### config.mk
export PLATFORM = sky130hd
export DESIGN_NAME = suvm_core
export DESIGN_NICKNAME = d
export VERILOG_FILES = /design/src/suvm_filter.v /design/src/suvm_uv_timer.v /design/src/suvm_core.v
export VERILOG_INCLUDE_DIRS = /design/src /design/src/src
export SDC_FILE = /design/constraint.sdc
export NUM_CORES = 1
export LEC_CHECK = 0
export ABC_AREA = 1
export BUFFER_PORTS_ARGS = -buffer_cell sky130_fd_sc_hd__clkbuf_2
export CORE_MARGIN = 5
export CORE_UTILIZATION = 55
export CTS_BUF_LIST = sky130_fd_sc_hd__clkbuf_2 sky130_fd_sc_hd__clkbuf_4 sky130_fd_sc_hd__clkbuf_8
export DETAILED_ROUTE_END_ITERATION = 12
export PLACE_DENSITY = 0.83
export SYNTH_ARGS = -nofsm -noshare
export SYNTH_HDL_FRONTEND = slang
export SYNTH_SLANG_ARGS = --single-unit
### constraint.sdc
create_clock -name ref_clk -period 4.34 [get_ports ref_clk]
set_input_delay 0 -clock ref_clk [delete_from_list [all_inputs] [get_ports ref_clk]]
set_output_delay 0 -clock ref_clk [all_outputs]
set_load 0.01 [all_outputs]
### src/suvm_defines.vh
// constants for the supply undervoltage and mode control block
`ifndef SUVM_DEFINES_VH
`define SUVM_DEFINES_VH

// clock rate in kHz (50 MHz)
`define SUVM_CLK_KHZ 50000
// microseconds per millisecond: microseconds times kHz over this gives clock cycles
`define SUVM_US_PER_MS 1000
// times in microseconds; counts are derived in the modules
`define SUVM_BAT_BLANK_US 10
`define SUVM_CORE_BLANK_US 10
`define SUVM_REF_BLANK_US 10
`define SUVM_DETECT_US 100
`define SUVM_RECOVER_US 100
`define SUVM_REACT_US 2
`define SUVM_POWERUP_US 50
`define SUVM_CNT_W 16

// avalon register byte addresses
`define SUVM_ADDR_W 4
`define SUVM_OFS_STATUS 4'h0
`define SUVM_OFS_MODE 4'h4
`define SUVM_OFS_CMD 4'h8
`define SUVM_OFS_CLEAR 4'hC

// status info register fields
`define SUVM_BIT_BUSERR 4
`define SUVM_BIT_BAT 8
`define SUVM_BIT_CORE 9
`define SUVM_BIT_REF 10
`define SUVM_BIT_ERR 11
// mode register fields
`define SUVM_BIT_FLAG_BAT 4
`define SUVM_BIT_FLAG_CORE 5
`define SUVM_BIT_FLAG_REF 6
`define SUVM_BIT_HOST_BLK 7
`define SUVM_BIT_CC_BLK 8
`define SUVM_BIT_REF_BLK 9
`define SUVM_CLEAR_KEY 32'h0000FFFF

// operating modes
`define SUVM_MODE_W 3
`define SUVM_MODE_OFF 3'h0
`define SUVM_MODE_INTERIM 3'h1
`define SUVM_MODE_STANDBY 3'h2
`define SUVM_MODE_SLEEP 3'h3
`define SUVM_MODE_NORMAL 3'h4
`define SUVM_MODE_RXONLY 3'h5

`endif

### src/suvm_filter.v
// blanking filter: output rises after the below input is high for more than the blanking count
`timescale 1ns/1ps
`include "suvm_defines.vh"
module suvm_filter #(
	parameter [`SUVM_CNT_W-1:0] BLANK = 16'h0001
) (
	input wire ref_clk,
	input wire rst,
	input wire clr,
	input wire below,
	output reg event_on
);
	reg [`SUVM_CNT_W-1:0] cnt;

	always @(posedge ref_clk or posedge rst) begin
		if (rst) begin
			cnt <= 16'h0000;
			event_on <= 1'b0;
		end else if (clr || !below) begin
			// short dips reset the count and are ignored
			cnt <= 16'h0000;
			event_on <= 1'b0;
		end else if (cnt < BLANK) begin
			cnt <= cnt + 16'h0001;
		end else begin
			event_on <= 1'b1;
		end
	end
endmodule

### src/suvm_uv_timer.v
// detection and recovery timers producing one undervoltage flag
`timescale 1ns/1ps
`include "suvm_defines.vh"
module suvm_uv_timer #(
	parameter [`SUVM_CNT_W-1:0] DETECT = 16'h0001,
	parameter [`SUVM_CNT_W-1:0] RECOVER = 16'h0001
) (
	input wire ref_clk,
	input wire rst,
	input wire clr,
	input wire uv_event,
	output reg flag
);
	reg [`SUVM_CNT_W-1:0] cnt;

	always @(posedge ref_clk or posedge rst) begin
		if (rst) begin
			cnt <= 16'h0000;
			flag <= 1'b0;
		end else if (clr) begin
			cnt <= 16'h0000;
			flag <= 1'b0;
		end else if (!flag) begin
			if (!uv_event) begin
				cnt <= 16'h0000;
			end else if (cnt < DETECT) begin
				cnt <= cnt + 16'h0001;
			end else begin
				cnt <= 16'h0000;
				flag <= 1'b1;
			end
		end else begin
			if (uv_event) begin
				cnt <= 16'h0000;
			end else if (cnt < RECOVER) begin
				cnt <= cnt + 16'h0001;
			end else begin
				cnt <= 16'h0000;
				flag <= 1'b0;
			end
		end
	end
endmodule

### src/suvm_core.v
// supply supervision, status bits and operating mode control with avalon slave
//
// How it works
// - battery dip counts as event only after lasting past battery blanking time.
// - qualified battery event sets status bit 8 and error bit 11 at once.
// - battery detect timer expiry sets battery flag and enters sleep mode.
// - host and controller interfaces run during battery timing; blocked while flag set.
// - core dip counts as event only after lasting past core blanking time.
// - qualified core event sets status bit 9 and error bit 11.
// - host interface stays usable while core detect timer runs.
// - core timer expiry sets core flag, blocks host, forces standby.
// - during core undervoltage transmitter is off and bus error bit 4 set.
// - reference supply events are handled like battery events.
// - after reaction delay, reference event blocks all interfaces, inputs defaulted.
// - during reference undervoltage every digital output is held low.
// - reference event only after dip lasts past reference blanking time.
// - reference event sets bits 10 and 11; timer expiry sets flag, sleep.
// - unpowered only when battery and core both below power-down thresholds.
// - unpowered state drives outputs low, transmitter and receiver off.
// - logic powers up as soon as battery or core passes reset threshold.
// - with both supplies good, standby is entered within power-up time.
// - incomplete power-up gives interim standby where host commands are rejected.
// - interim standby runs detect timers; completion gives standby, expiry low power.
// - event vanishing while detect timer runs leaves the flag clear.
// - recovery timer clears flag and restores commanded mode; relapse keeps flag.
// - status bits clear only on power-down or a full status clear.
// - unpowered state resets all status and failure information.
`timescale 1ns/1ps
`include "suvm_defines.vh"
module suvm_core (
	input wire ref_clk,
	input wire rst,
	input wire battery_below_uv,
	input wire core_below_uv,
	input wire ref_below_uv,
	input wire battery_below_pd,
	input wire core_below_pd,
	input wire [`SUVM_ADDR_W-1:0] avs_address,
	input wire avs_read,
	input wire avs_write,
	input wire [31:0] avs_writedata,
	output reg [31:0] avs_readdata,
	output wire avs_waitrequest,
	input wire tx_data_in,
	output reg tx_enable,
	output reg rx_enable,
	output reg error_indicator_out,
	output reg receive_activity_out,
	output reg inhibit_out,
	output reg [`SUVM_MODE_W-1:0] mode,
	output reg host_blocked,
	output reg cc_blocked,
	output reg guardian_blocked,
	output reg inputs_defaulted
);
	// counts are worked out at integer width, then cut to the counter width on purpose
	localparam integer BAT_BLANK_I =
		(`SUVM_BAT_BLANK_US * `SUVM_CLK_KHZ) / `SUVM_US_PER_MS;
	localparam integer CORE_BLANK_I =
		(`SUVM_CORE_BLANK_US * `SUVM_CLK_KHZ) / `SUVM_US_PER_MS;
	localparam integer REF_BLANK_I =
		(`SUVM_REF_BLANK_US * `SUVM_CLK_KHZ) / `SUVM_US_PER_MS;
	localparam integer DETECT_I =
		(`SUVM_DETECT_US * `SUVM_CLK_KHZ) / `SUVM_US_PER_MS;
	localparam integer RECOVER_I =
		(`SUVM_RECOVER_US * `SUVM_CLK_KHZ) / `SUVM_US_PER_MS;
	localparam integer REACT_I =
		(`SUVM_REACT_US * `SUVM_CLK_KHZ) / `SUVM_US_PER_MS;
	localparam integer POWERUP_I =
		(`SUVM_POWERUP_US * `SUVM_CLK_KHZ) / `SUVM_US_PER_MS;
	localparam [`SUVM_CNT_W-1:0] BAT_BLANK = BAT_BLANK_I[`SUVM_CNT_W-1:0];
	localparam [`SUVM_CNT_W-1:0] CORE_BLANK = CORE_BLANK_I[`SUVM_CNT_W-1:0];
	localparam [`SUVM_CNT_W-1:0] REF_BLANK = REF_BLANK_I[`SUVM_CNT_W-1:0];
	localparam [`SUVM_CNT_W-1:0] DETECT = DETECT_I[`SUVM_CNT_W-1:0];
	localparam [`SUVM_CNT_W-1:0] RECOVER = RECOVER_I[`SUVM_CNT_W-1:0];
	localparam [`SUVM_CNT_W-1:0] REACT = REACT_I[`SUVM_CNT_W-1:0];
	localparam [`SUVM_CNT_W-1:0] POWERUP = POWERUP_I[`SUVM_CNT_W-1:0];

	wire powered_down;
	wire bat_event;
	wire core_event;
	wire ref_event;
	wire bat_flag;
	wire core_flag;
	wire ref_flag;
	wire any_flag;
	wire sel_status;
	wire sel_mode;
	wire sel_cmd;
	wire sel_clear;
	wire cmd_ok;
	reg [11:0] status;
	reg [`SUVM_MODE_W-1:0] next_mode;
	reg [`SUVM_MODE_W-1:0] commanded;
	reg [`SUVM_CNT_W-1:0] pu_cnt;
	reg [`SUVM_CNT_W-1:0] react_cnt;
	reg ref_blocked;
	reg rd_pending;

	// both supplies under power-down threshold; reference has no say here
	assign powered_down = battery_below_pd & core_below_pd;

	// power-down acts as a synchronous clear of every stateful part except the avalon read registers
	suvm_filter #(.BLANK(BAT_BLANK)) u_bat_filt (
		.ref_clk(ref_clk),
		.rst(rst),
		.clr(powered_down),
		.below(battery_below_uv),
		.event_on(bat_event)
	);
	suvm_filter #(.BLANK(CORE_BLANK)) u_core_filt (
		.ref_clk(ref_clk),
		.rst(rst),
		.clr(powered_down),
		.below(core_below_uv),
		.event_on(core_event)
	);
	suvm_filter #(.BLANK(REF_BLANK)) u_ref_filt (
		.ref_clk(ref_clk),
		.rst(rst),
		.clr(powered_down),
		.below(ref_below_uv),
		.event_on(ref_event)
	);

	// detect timer resets if the event vanishes early, recovery restarts on relapse
	suvm_uv_timer #(.DETECT(DETECT), .RECOVER(RECOVER)) u_bat_tmr (
		.ref_clk(ref_clk),
		.rst(rst),
		.clr(powered_down),
		.uv_event(bat_event),
		.flag(bat_flag)
	);
	suvm_uv_timer #(.DETECT(DETECT), .RECOVER(RECOVER)) u_core_tmr (
		.ref_clk(ref_clk),
		.rst(rst),
		.clr(powered_down),
		.uv_event(core_event),
		.flag(core_flag)
	);
	suvm_uv_timer #(.DETECT(DETECT), .RECOVER(RECOVER)) u_ref_tmr (
		.ref_clk(ref_clk),
		.rst(rst),
		.clr(powered_down),
		.uv_event(ref_event),
		.flag(ref_flag)
	);

	// any active flag shuts out host commands until its recovery timer ends
	assign any_flag = bat_flag | core_flag | ref_flag;

	// avalon slave: one wait cycle on reads so read data come from a register
	assign sel_status = (avs_address == `SUVM_OFS_STATUS);
	assign sel_mode = (avs_address == `SUVM_OFS_MODE);
	assign sel_cmd = (avs_address == `SUVM_OFS_CMD);
	assign sel_clear = (avs_address == `SUVM_OFS_CLEAR);
	assign avs_waitrequest = avs_read & ~rd_pending;

	// host commands need the host side open and a stable operating mode
	assign cmd_ok = avs_write & sel_cmd & ~host_blocked & ~any_flag & ~powered_down
		& (mode != `SUVM_MODE_INTERIM) & (mode != `SUVM_MODE_OFF);

	always @(posedge ref_clk or posedge rst) begin
		if (rst) begin
			rd_pending <= 1'b0;
			avs_readdata <= 32'h00000000;
		end else if (avs_read && !rd_pending) begin
			rd_pending <= 1'b1;
			if (sel_status) begin
				avs_readdata <= {20'h00000, status};
			end else if (sel_mode) begin
				// blocks at bits 9..7, flags at 6..4, mode code at 2..0
				avs_readdata <= {22'h000000, ref_blocked, cc_blocked, host_blocked,
					ref_flag, core_flag, bat_flag, 1'b0, mode};
			end else if (sel_cmd) begin
				avs_readdata <= {29'h00000000, commanded};
			end else begin
				avs_readdata <= 32'h00000000;
			end
		end else begin
			rd_pending <= 1'b0;
		end
	end

	// latched status bits: set wins over a key clear in the same cycle; power-down clears over a set
	always @(posedge ref_clk or posedge rst) begin
		if (rst) begin
			status <= 12'h000;
		end else if (powered_down) begin
			status <= 12'h000;
		end else begin
			// only the full key clears, so a stray write cannot wipe the history
			if (avs_write && sel_clear && avs_writedata == `SUVM_CLEAR_KEY) begin
				status <= 12'h000;
			end
			if (bat_event) begin
				status[`SUVM_BIT_BAT] <= 1'b1;
				status[`SUVM_BIT_ERR] <= 1'b1;
			end
			if (core_event) begin
				status[`SUVM_BIT_CORE] <= 1'b1;
				status[`SUVM_BIT_ERR] <= 1'b1;
				status[`SUVM_BIT_BUSERR] <= 1'b1;
			end
			if (ref_event) begin
				status[`SUVM_BIT_REF] <= 1'b1;
				status[`SUVM_BIT_ERR] <= 1'b1;
			end
		end
	end

	// reaction delay before reference undervoltage blocks the interfaces
	always @(posedge ref_clk or posedge rst) begin
		if (rst) begin
			react_cnt <= 16'h0000;
			ref_blocked <= 1'b0;
		end else if (powered_down || !ref_event) begin
			// a dip that ends early restarts the delay from zero
			react_cnt <= 16'h0000;
			ref_blocked <= 1'b0;
		end else if (react_cnt < REACT) begin
			react_cnt <= react_cnt + 16'h0001;
		end else begin
			ref_blocked <= 1'b1;
		end
	end

	// last mode the host asked for, restored once all flags clear
	always @(posedge ref_clk or posedge rst) begin
		if (rst) begin
			commanded <= `SUVM_MODE_STANDBY;
		end else if (powered_down) begin
			commanded <= `SUVM_MODE_STANDBY;
		end else if (cmd_ok) begin
			// codes outside the commandable set keep the last command
			if (avs_writedata[2:0] == `SUVM_MODE_NORMAL
				|| avs_writedata[2:0] == `SUVM_MODE_RXONLY
				|| avs_writedata[2:0] == `SUVM_MODE_STANDBY
				|| avs_writedata[2:0] == `SUVM_MODE_SLEEP) begin
				commanded <= avs_writedata[2:0];
			end
		end
	end

	// power-up timer runs while the logic is powered and not yet settled
	always @(posedge ref_clk or posedge rst) begin
		if (rst) begin
			pu_cnt <= 16'h0000;
		// held at zero while both supplies are down, so the time starts at recovery
		end else if (mode != `SUVM_MODE_OFF || powered_down) begin
			pu_cnt <= 16'h0000;
		end else if (pu_cnt < POWERUP) begin
			pu_cnt <= pu_cnt + 16'h0001;
		end
	end

	always @* begin
		next_mode = mode;
		case (mode)
			`SUVM_MODE_OFF: begin
				// either supply over reset threshold wakes the logic
				if (!powered_down) begin
					if (!battery_below_uv && !core_below_uv) begin
						next_mode = `SUVM_MODE_STANDBY;
					end else if (pu_cnt >= POWERUP) begin
						next_mode = `SUVM_MODE_INTERIM;
					end
				end
			end
			`SUVM_MODE_INTERIM: begin
				if (bat_flag || ref_flag) begin
					next_mode = `SUVM_MODE_SLEEP;
				end else if (core_flag) begin
					next_mode = `SUVM_MODE_STANDBY;
				end else if (!battery_below_uv && !core_below_uv) begin
					next_mode = `SUVM_MODE_STANDBY;
				end
			end
			default: begin
				if (bat_flag || ref_flag) begin
					next_mode = `SUVM_MODE_SLEEP;
				end else if (core_flag) begin
					next_mode = `SUVM_MODE_STANDBY;
				end else begin
					next_mode = commanded;
				end
			end
		endcase
		if (powered_down) begin
			next_mode = `SUVM_MODE_OFF;
		end
	end

	always @(posedge ref_clk or posedge rst) begin
		if (rst) begin
			mode <= `SUVM_MODE_OFF;
		end else begin
			mode <= next_mode;
		end
	end

	// blocking and pin outputs; pins low and every block set in the unpowered state
	always @(posedge ref_clk or posedge rst) begin
		if (rst) begin
			host_blocked <= 1'b1;
			cc_blocked <= 1'b1;
			guardian_blocked <= 1'b1;
			inputs_defaulted <= 1'b1;
			tx_enable <= 1'b0;
			rx_enable <= 1'b0;
			error_indicator_out <= 1'b0;
			receive_activity_out <= 1'b0;
			inhibit_out <= 1'b0;
		end else begin
			host_blocked <= ref_blocked | bat_flag | ref_flag | core_flag
				| (mode == `SUVM_MODE_OFF);
			cc_blocked <= ref_blocked | bat_flag | ref_flag
				| (mode == `SUVM_MODE_OFF);
			guardian_blocked <= ref_blocked | (mode == `SUVM_MODE_OFF);
			inputs_defaulted <= ref_blocked | (mode == `SUVM_MODE_OFF);
			// power-down drops the pins at the same edge at which mode goes off
			if (mode == `SUVM_MODE_OFF || powered_down || ref_event) begin
				tx_enable <= 1'b0;
				rx_enable <= 1'b0;
				error_indicator_out <= 1'b0;
				receive_activity_out <= 1'b0;
				inhibit_out <= 1'b0;
			end else begin
				tx_enable <= (mode == `SUVM_MODE_NORMAL) & ~core_event & tx_data_in;
				rx_enable <= (mode == `SUVM_MODE_NORMAL) | (mode == `SUVM_MODE_RXONLY);
				// error output is active low: low means an error is latched
				error_indicator_out <= ~status[`SUVM_BIT_ERR];
				receive_activity_out <= (mode == `SUVM_MODE_NORMAL)
					| (mode == `SUVM_MODE_RXONLY);
				inhibit_out <= (mode != `SUVM_MODE_SLEEP);
			end
		end
	end
endmodule

==> metrics <==
Final ANT Viol Nets=0; CTS tree=built; Clock Pin Slew Worst Setup and Hold Paths=roughly 90 ps; final hold violation count=0; final hold slack=between 30 and 40 ps; Setup crit end=avs_readdata[5]; synthesized netlist cell count=between 900 and 1000; gr usage total=just over 20%; total congestion overflow=0; clk_lat worst skew=roughly 470 ps; post-detail-place hpwl=~11 mm; cts bufs inserted=17; Final Cycle Share=46.6%; Critical R2R Launch=rd_pending; DR WL/cell=13.0 um; Max Slew Vio Count=0; starting density of the core=56.7%; most common cell after layout, fill and taps aside=nand2_1; Critical Path, Cell by Cell=nor2_1, clkinv_1, o31ai_1; Worst-Margin Slew=approximately 940 ps; Critical R2R Capture=avs_readdata[5]; port bufs=between 60 and 70; Pint=roughly 2.4 mW; DRT iter0 DRCs=between 500 and 600; Net Sw Frac=between 20 and 30%; die span in x=approximately 130 um; post-layout util=~64%; slowest CP cell=nor2_1; clock power share=a little under two fifths; total iterations of the first detailed-routing run=5; final RePlAce weighted congestion=between 0.8 and 0.9; core footprint=approximately 14000 um2; outcome=completed; CTS root buf=clkbuf_8; H-tree levels=4; CTS Buffer Depth=2; most frequent cells in the layout=203 x nand2_1, 160 x dfrtp_1, 148 x nor2_1, 115 x inv_1; Worst Skew=roughly 13 ps; post-synth cell types=40; die area=about 17000 um2; startpoint class of the critical path=flip-flop; # Max-Cap Violations=0; Worst EP required=4710 ps; final setup vio count=0; Nets=about 1100; Slew Limit Headroom=between 30% and 40%; P_sw=~0.93 mW; Synth warnings=0; drt via density=roughly 5.0; Max IR drop VDD=a little over 0.0003 V; power consumption=~3.3 mW; maximum clock frequency=495 MHz; R2R depth=3; crit path capture type=flip-flop; area delta synth->final=13.1%; share of cells above drive strength 1=13.4%; Fillers=about 1200; # clock sinks=around 160; Flop pwr share=around half; worst min path class=in -> reg; register area share after synthesis=~52%; Worst Path Arrival=2390 ps; ant diodes=0; Comb pwr share=between 10% and 20%; DRT Wirelength=16.2 mm; Top-Level Pins=91; setup TNS=0 ps; pwr/cell area=369 nW/um2; Crit Path Max Fanout=15; r2r setup slk=~2300 ps; Leak Pwr=4.31 nW; DRC=0; Worst Setup SP=rd_pending; Final min period=2020 ps; Die Y=130 um; CP peak stage delay=720 ps; first-pass GRT wire length=about 27 mm; FP Rows=43; final instance area=roughly 9000 um2; Area after DPL=~8400 um2; via count=6220; RSZ-0062 raised after global routing=no; setup bufs post-CTS=0; Avg Synthesized Cell Area=8.33 um2; crit path kind=reg -> reg; initial antenna violation count=0; Yosys reg bits=164; Syn Std Cell Area=between 7000 and 8000 um2; largest net degree at the start of global routing=165; vias in the first global route=5921
## per-stage QoR
| stage | worst slack (ps) | instances |
|---|---|---|
| after floorplan | 2260 | 981 |
| after global placement | 2470 | 1195 |
| after detailed placement | 2410 | 1195 |
| after CTS | 2340 | 1242 |
| after global routing | 2130 | 1242 |
| final | 2320 | 1242 |
## registers in the layout (all words and copies together), names as in the netlist, 3 cells and up
register         cells
pu_cnt              16
react_cnt           16
u_bat_filt.cnt      16
u_bat_tmr.cnt       16
u_core_filt.cnt     16
u_core_tmr.cnt      16
u_ref_filt.cnt      16
u_ref_tmr.cnt       16
avs_readdata        11
status               4
commanded            3
mode                 3
## layer usage
layer,track usage [%],share of wire (%)
met4,7.95,2.3
met2,32.3,48
met3,4.67,5.9
met5,0,0
met1,26.7,44
## repair_timing
item,in CTS,in global routing
hold buffers,15,0
gates resized for setup,0,0
endpoints found under the hold margin,185,0
## how the worst min path moves through the flow
stage,to,depth (start not counted),from,slack [ps]
after CTS,u_ref_tmr.flag,4,core_below_pd,2
after global routing,u_ref_tmr.flag,4,core_below_pd,30
after detailed placement,commanded[0],3,avs_writedata[0],250
after floorplan,commanded[0],2,avs_writedata[0],140
final,u_ref_tmr.flag,4,core_below_pd,30
after global placement,commanded[0],3,avs_writedata[0],250
## cell usage after synthesis (all sizes together)
| cell | count | area, um2 |
|---|---|---|
| a31o | 1 | 8.76 |
| o21ai | 51 | 282 |
| nand2 | 210 | 816 |
| nor3 | 24 | 130 |
| inv | 125 | 472 |
| xnor2 | 7 | 61.3 |
| o211ai | 2 | 15.0 |
| clkbuf | 4 | 15.0 |
| dfstp | 4 | 105 |
| nand4 | 23 | 144 |
| nor2 | 153 | 606 |
| buf | 32 | 250 |
| a21oi | 22 | 110 |
| conb | 1 | 3.75 |
| a31oi | 4 | 25.0 |
| or2 | 2 | 12.5 |
| and3 | 3 | 18.8 |
| nor3b | 2 | 15.0 |
| o31ai | 3 | 22.5 |
| xor2 | 36 | 315 |
| dfrtp | 160 | 4000 |
| clkinv | 2 | 12.5 |
| nand3 | 70 | 355 |
| ha | 9 | 113 |
| nand3b | 2 | 15.0 |
## power by group through the flow
stage          clock network [mW]  logic (mW)  registers (mW)
2_1_floorplan                   0       0.255            1.69
3_3_place_gp                    0       0.376            1.69
3_5_place_dp                    0       0.383            1.69
4_1_cts                      1.27       0.398            1.66
5_1_grt                      1.32       0.444            1.67
6_report                     1.25       0.396            1.66
## layout make-up
cell class | count | area [um2] | area share [%]
clock buffers | 17 | 234 | 2.61
clock inverters | 15 | 214 | 2.39
inverters | 127 | 488 | 5.44
multi-input cells | 654 | 3180 | 35.4
flip-flops and latches | 164 | 4110 | 45.8
well taps | 180 | 225 | 2.51
repair buffers | 85 | 515 | 5.75
## worst max-delay path: cells and delay by family, from the launching register on
family	cells	cell delay, ps
AO/OA/AOI/OAI	1	330
buffers and inverters	1	490
flip-flops	1	370
AND/OR/NAND/NOR	1	720
## kinds of logic after synthesis
group	count (synthesis)	share of synthesized area [%]
and+or+nand+nor	489	26.6
DFF	164	51.8
buffers and inverters	163	9.46
AOI/OAI and AO/OA	83	5.84
xor gates and xnor gates	43	4.75
adders and majority gates	9	1.42
other	1	0.0473
Note: power is estimated with default switching activity, not from simulation.
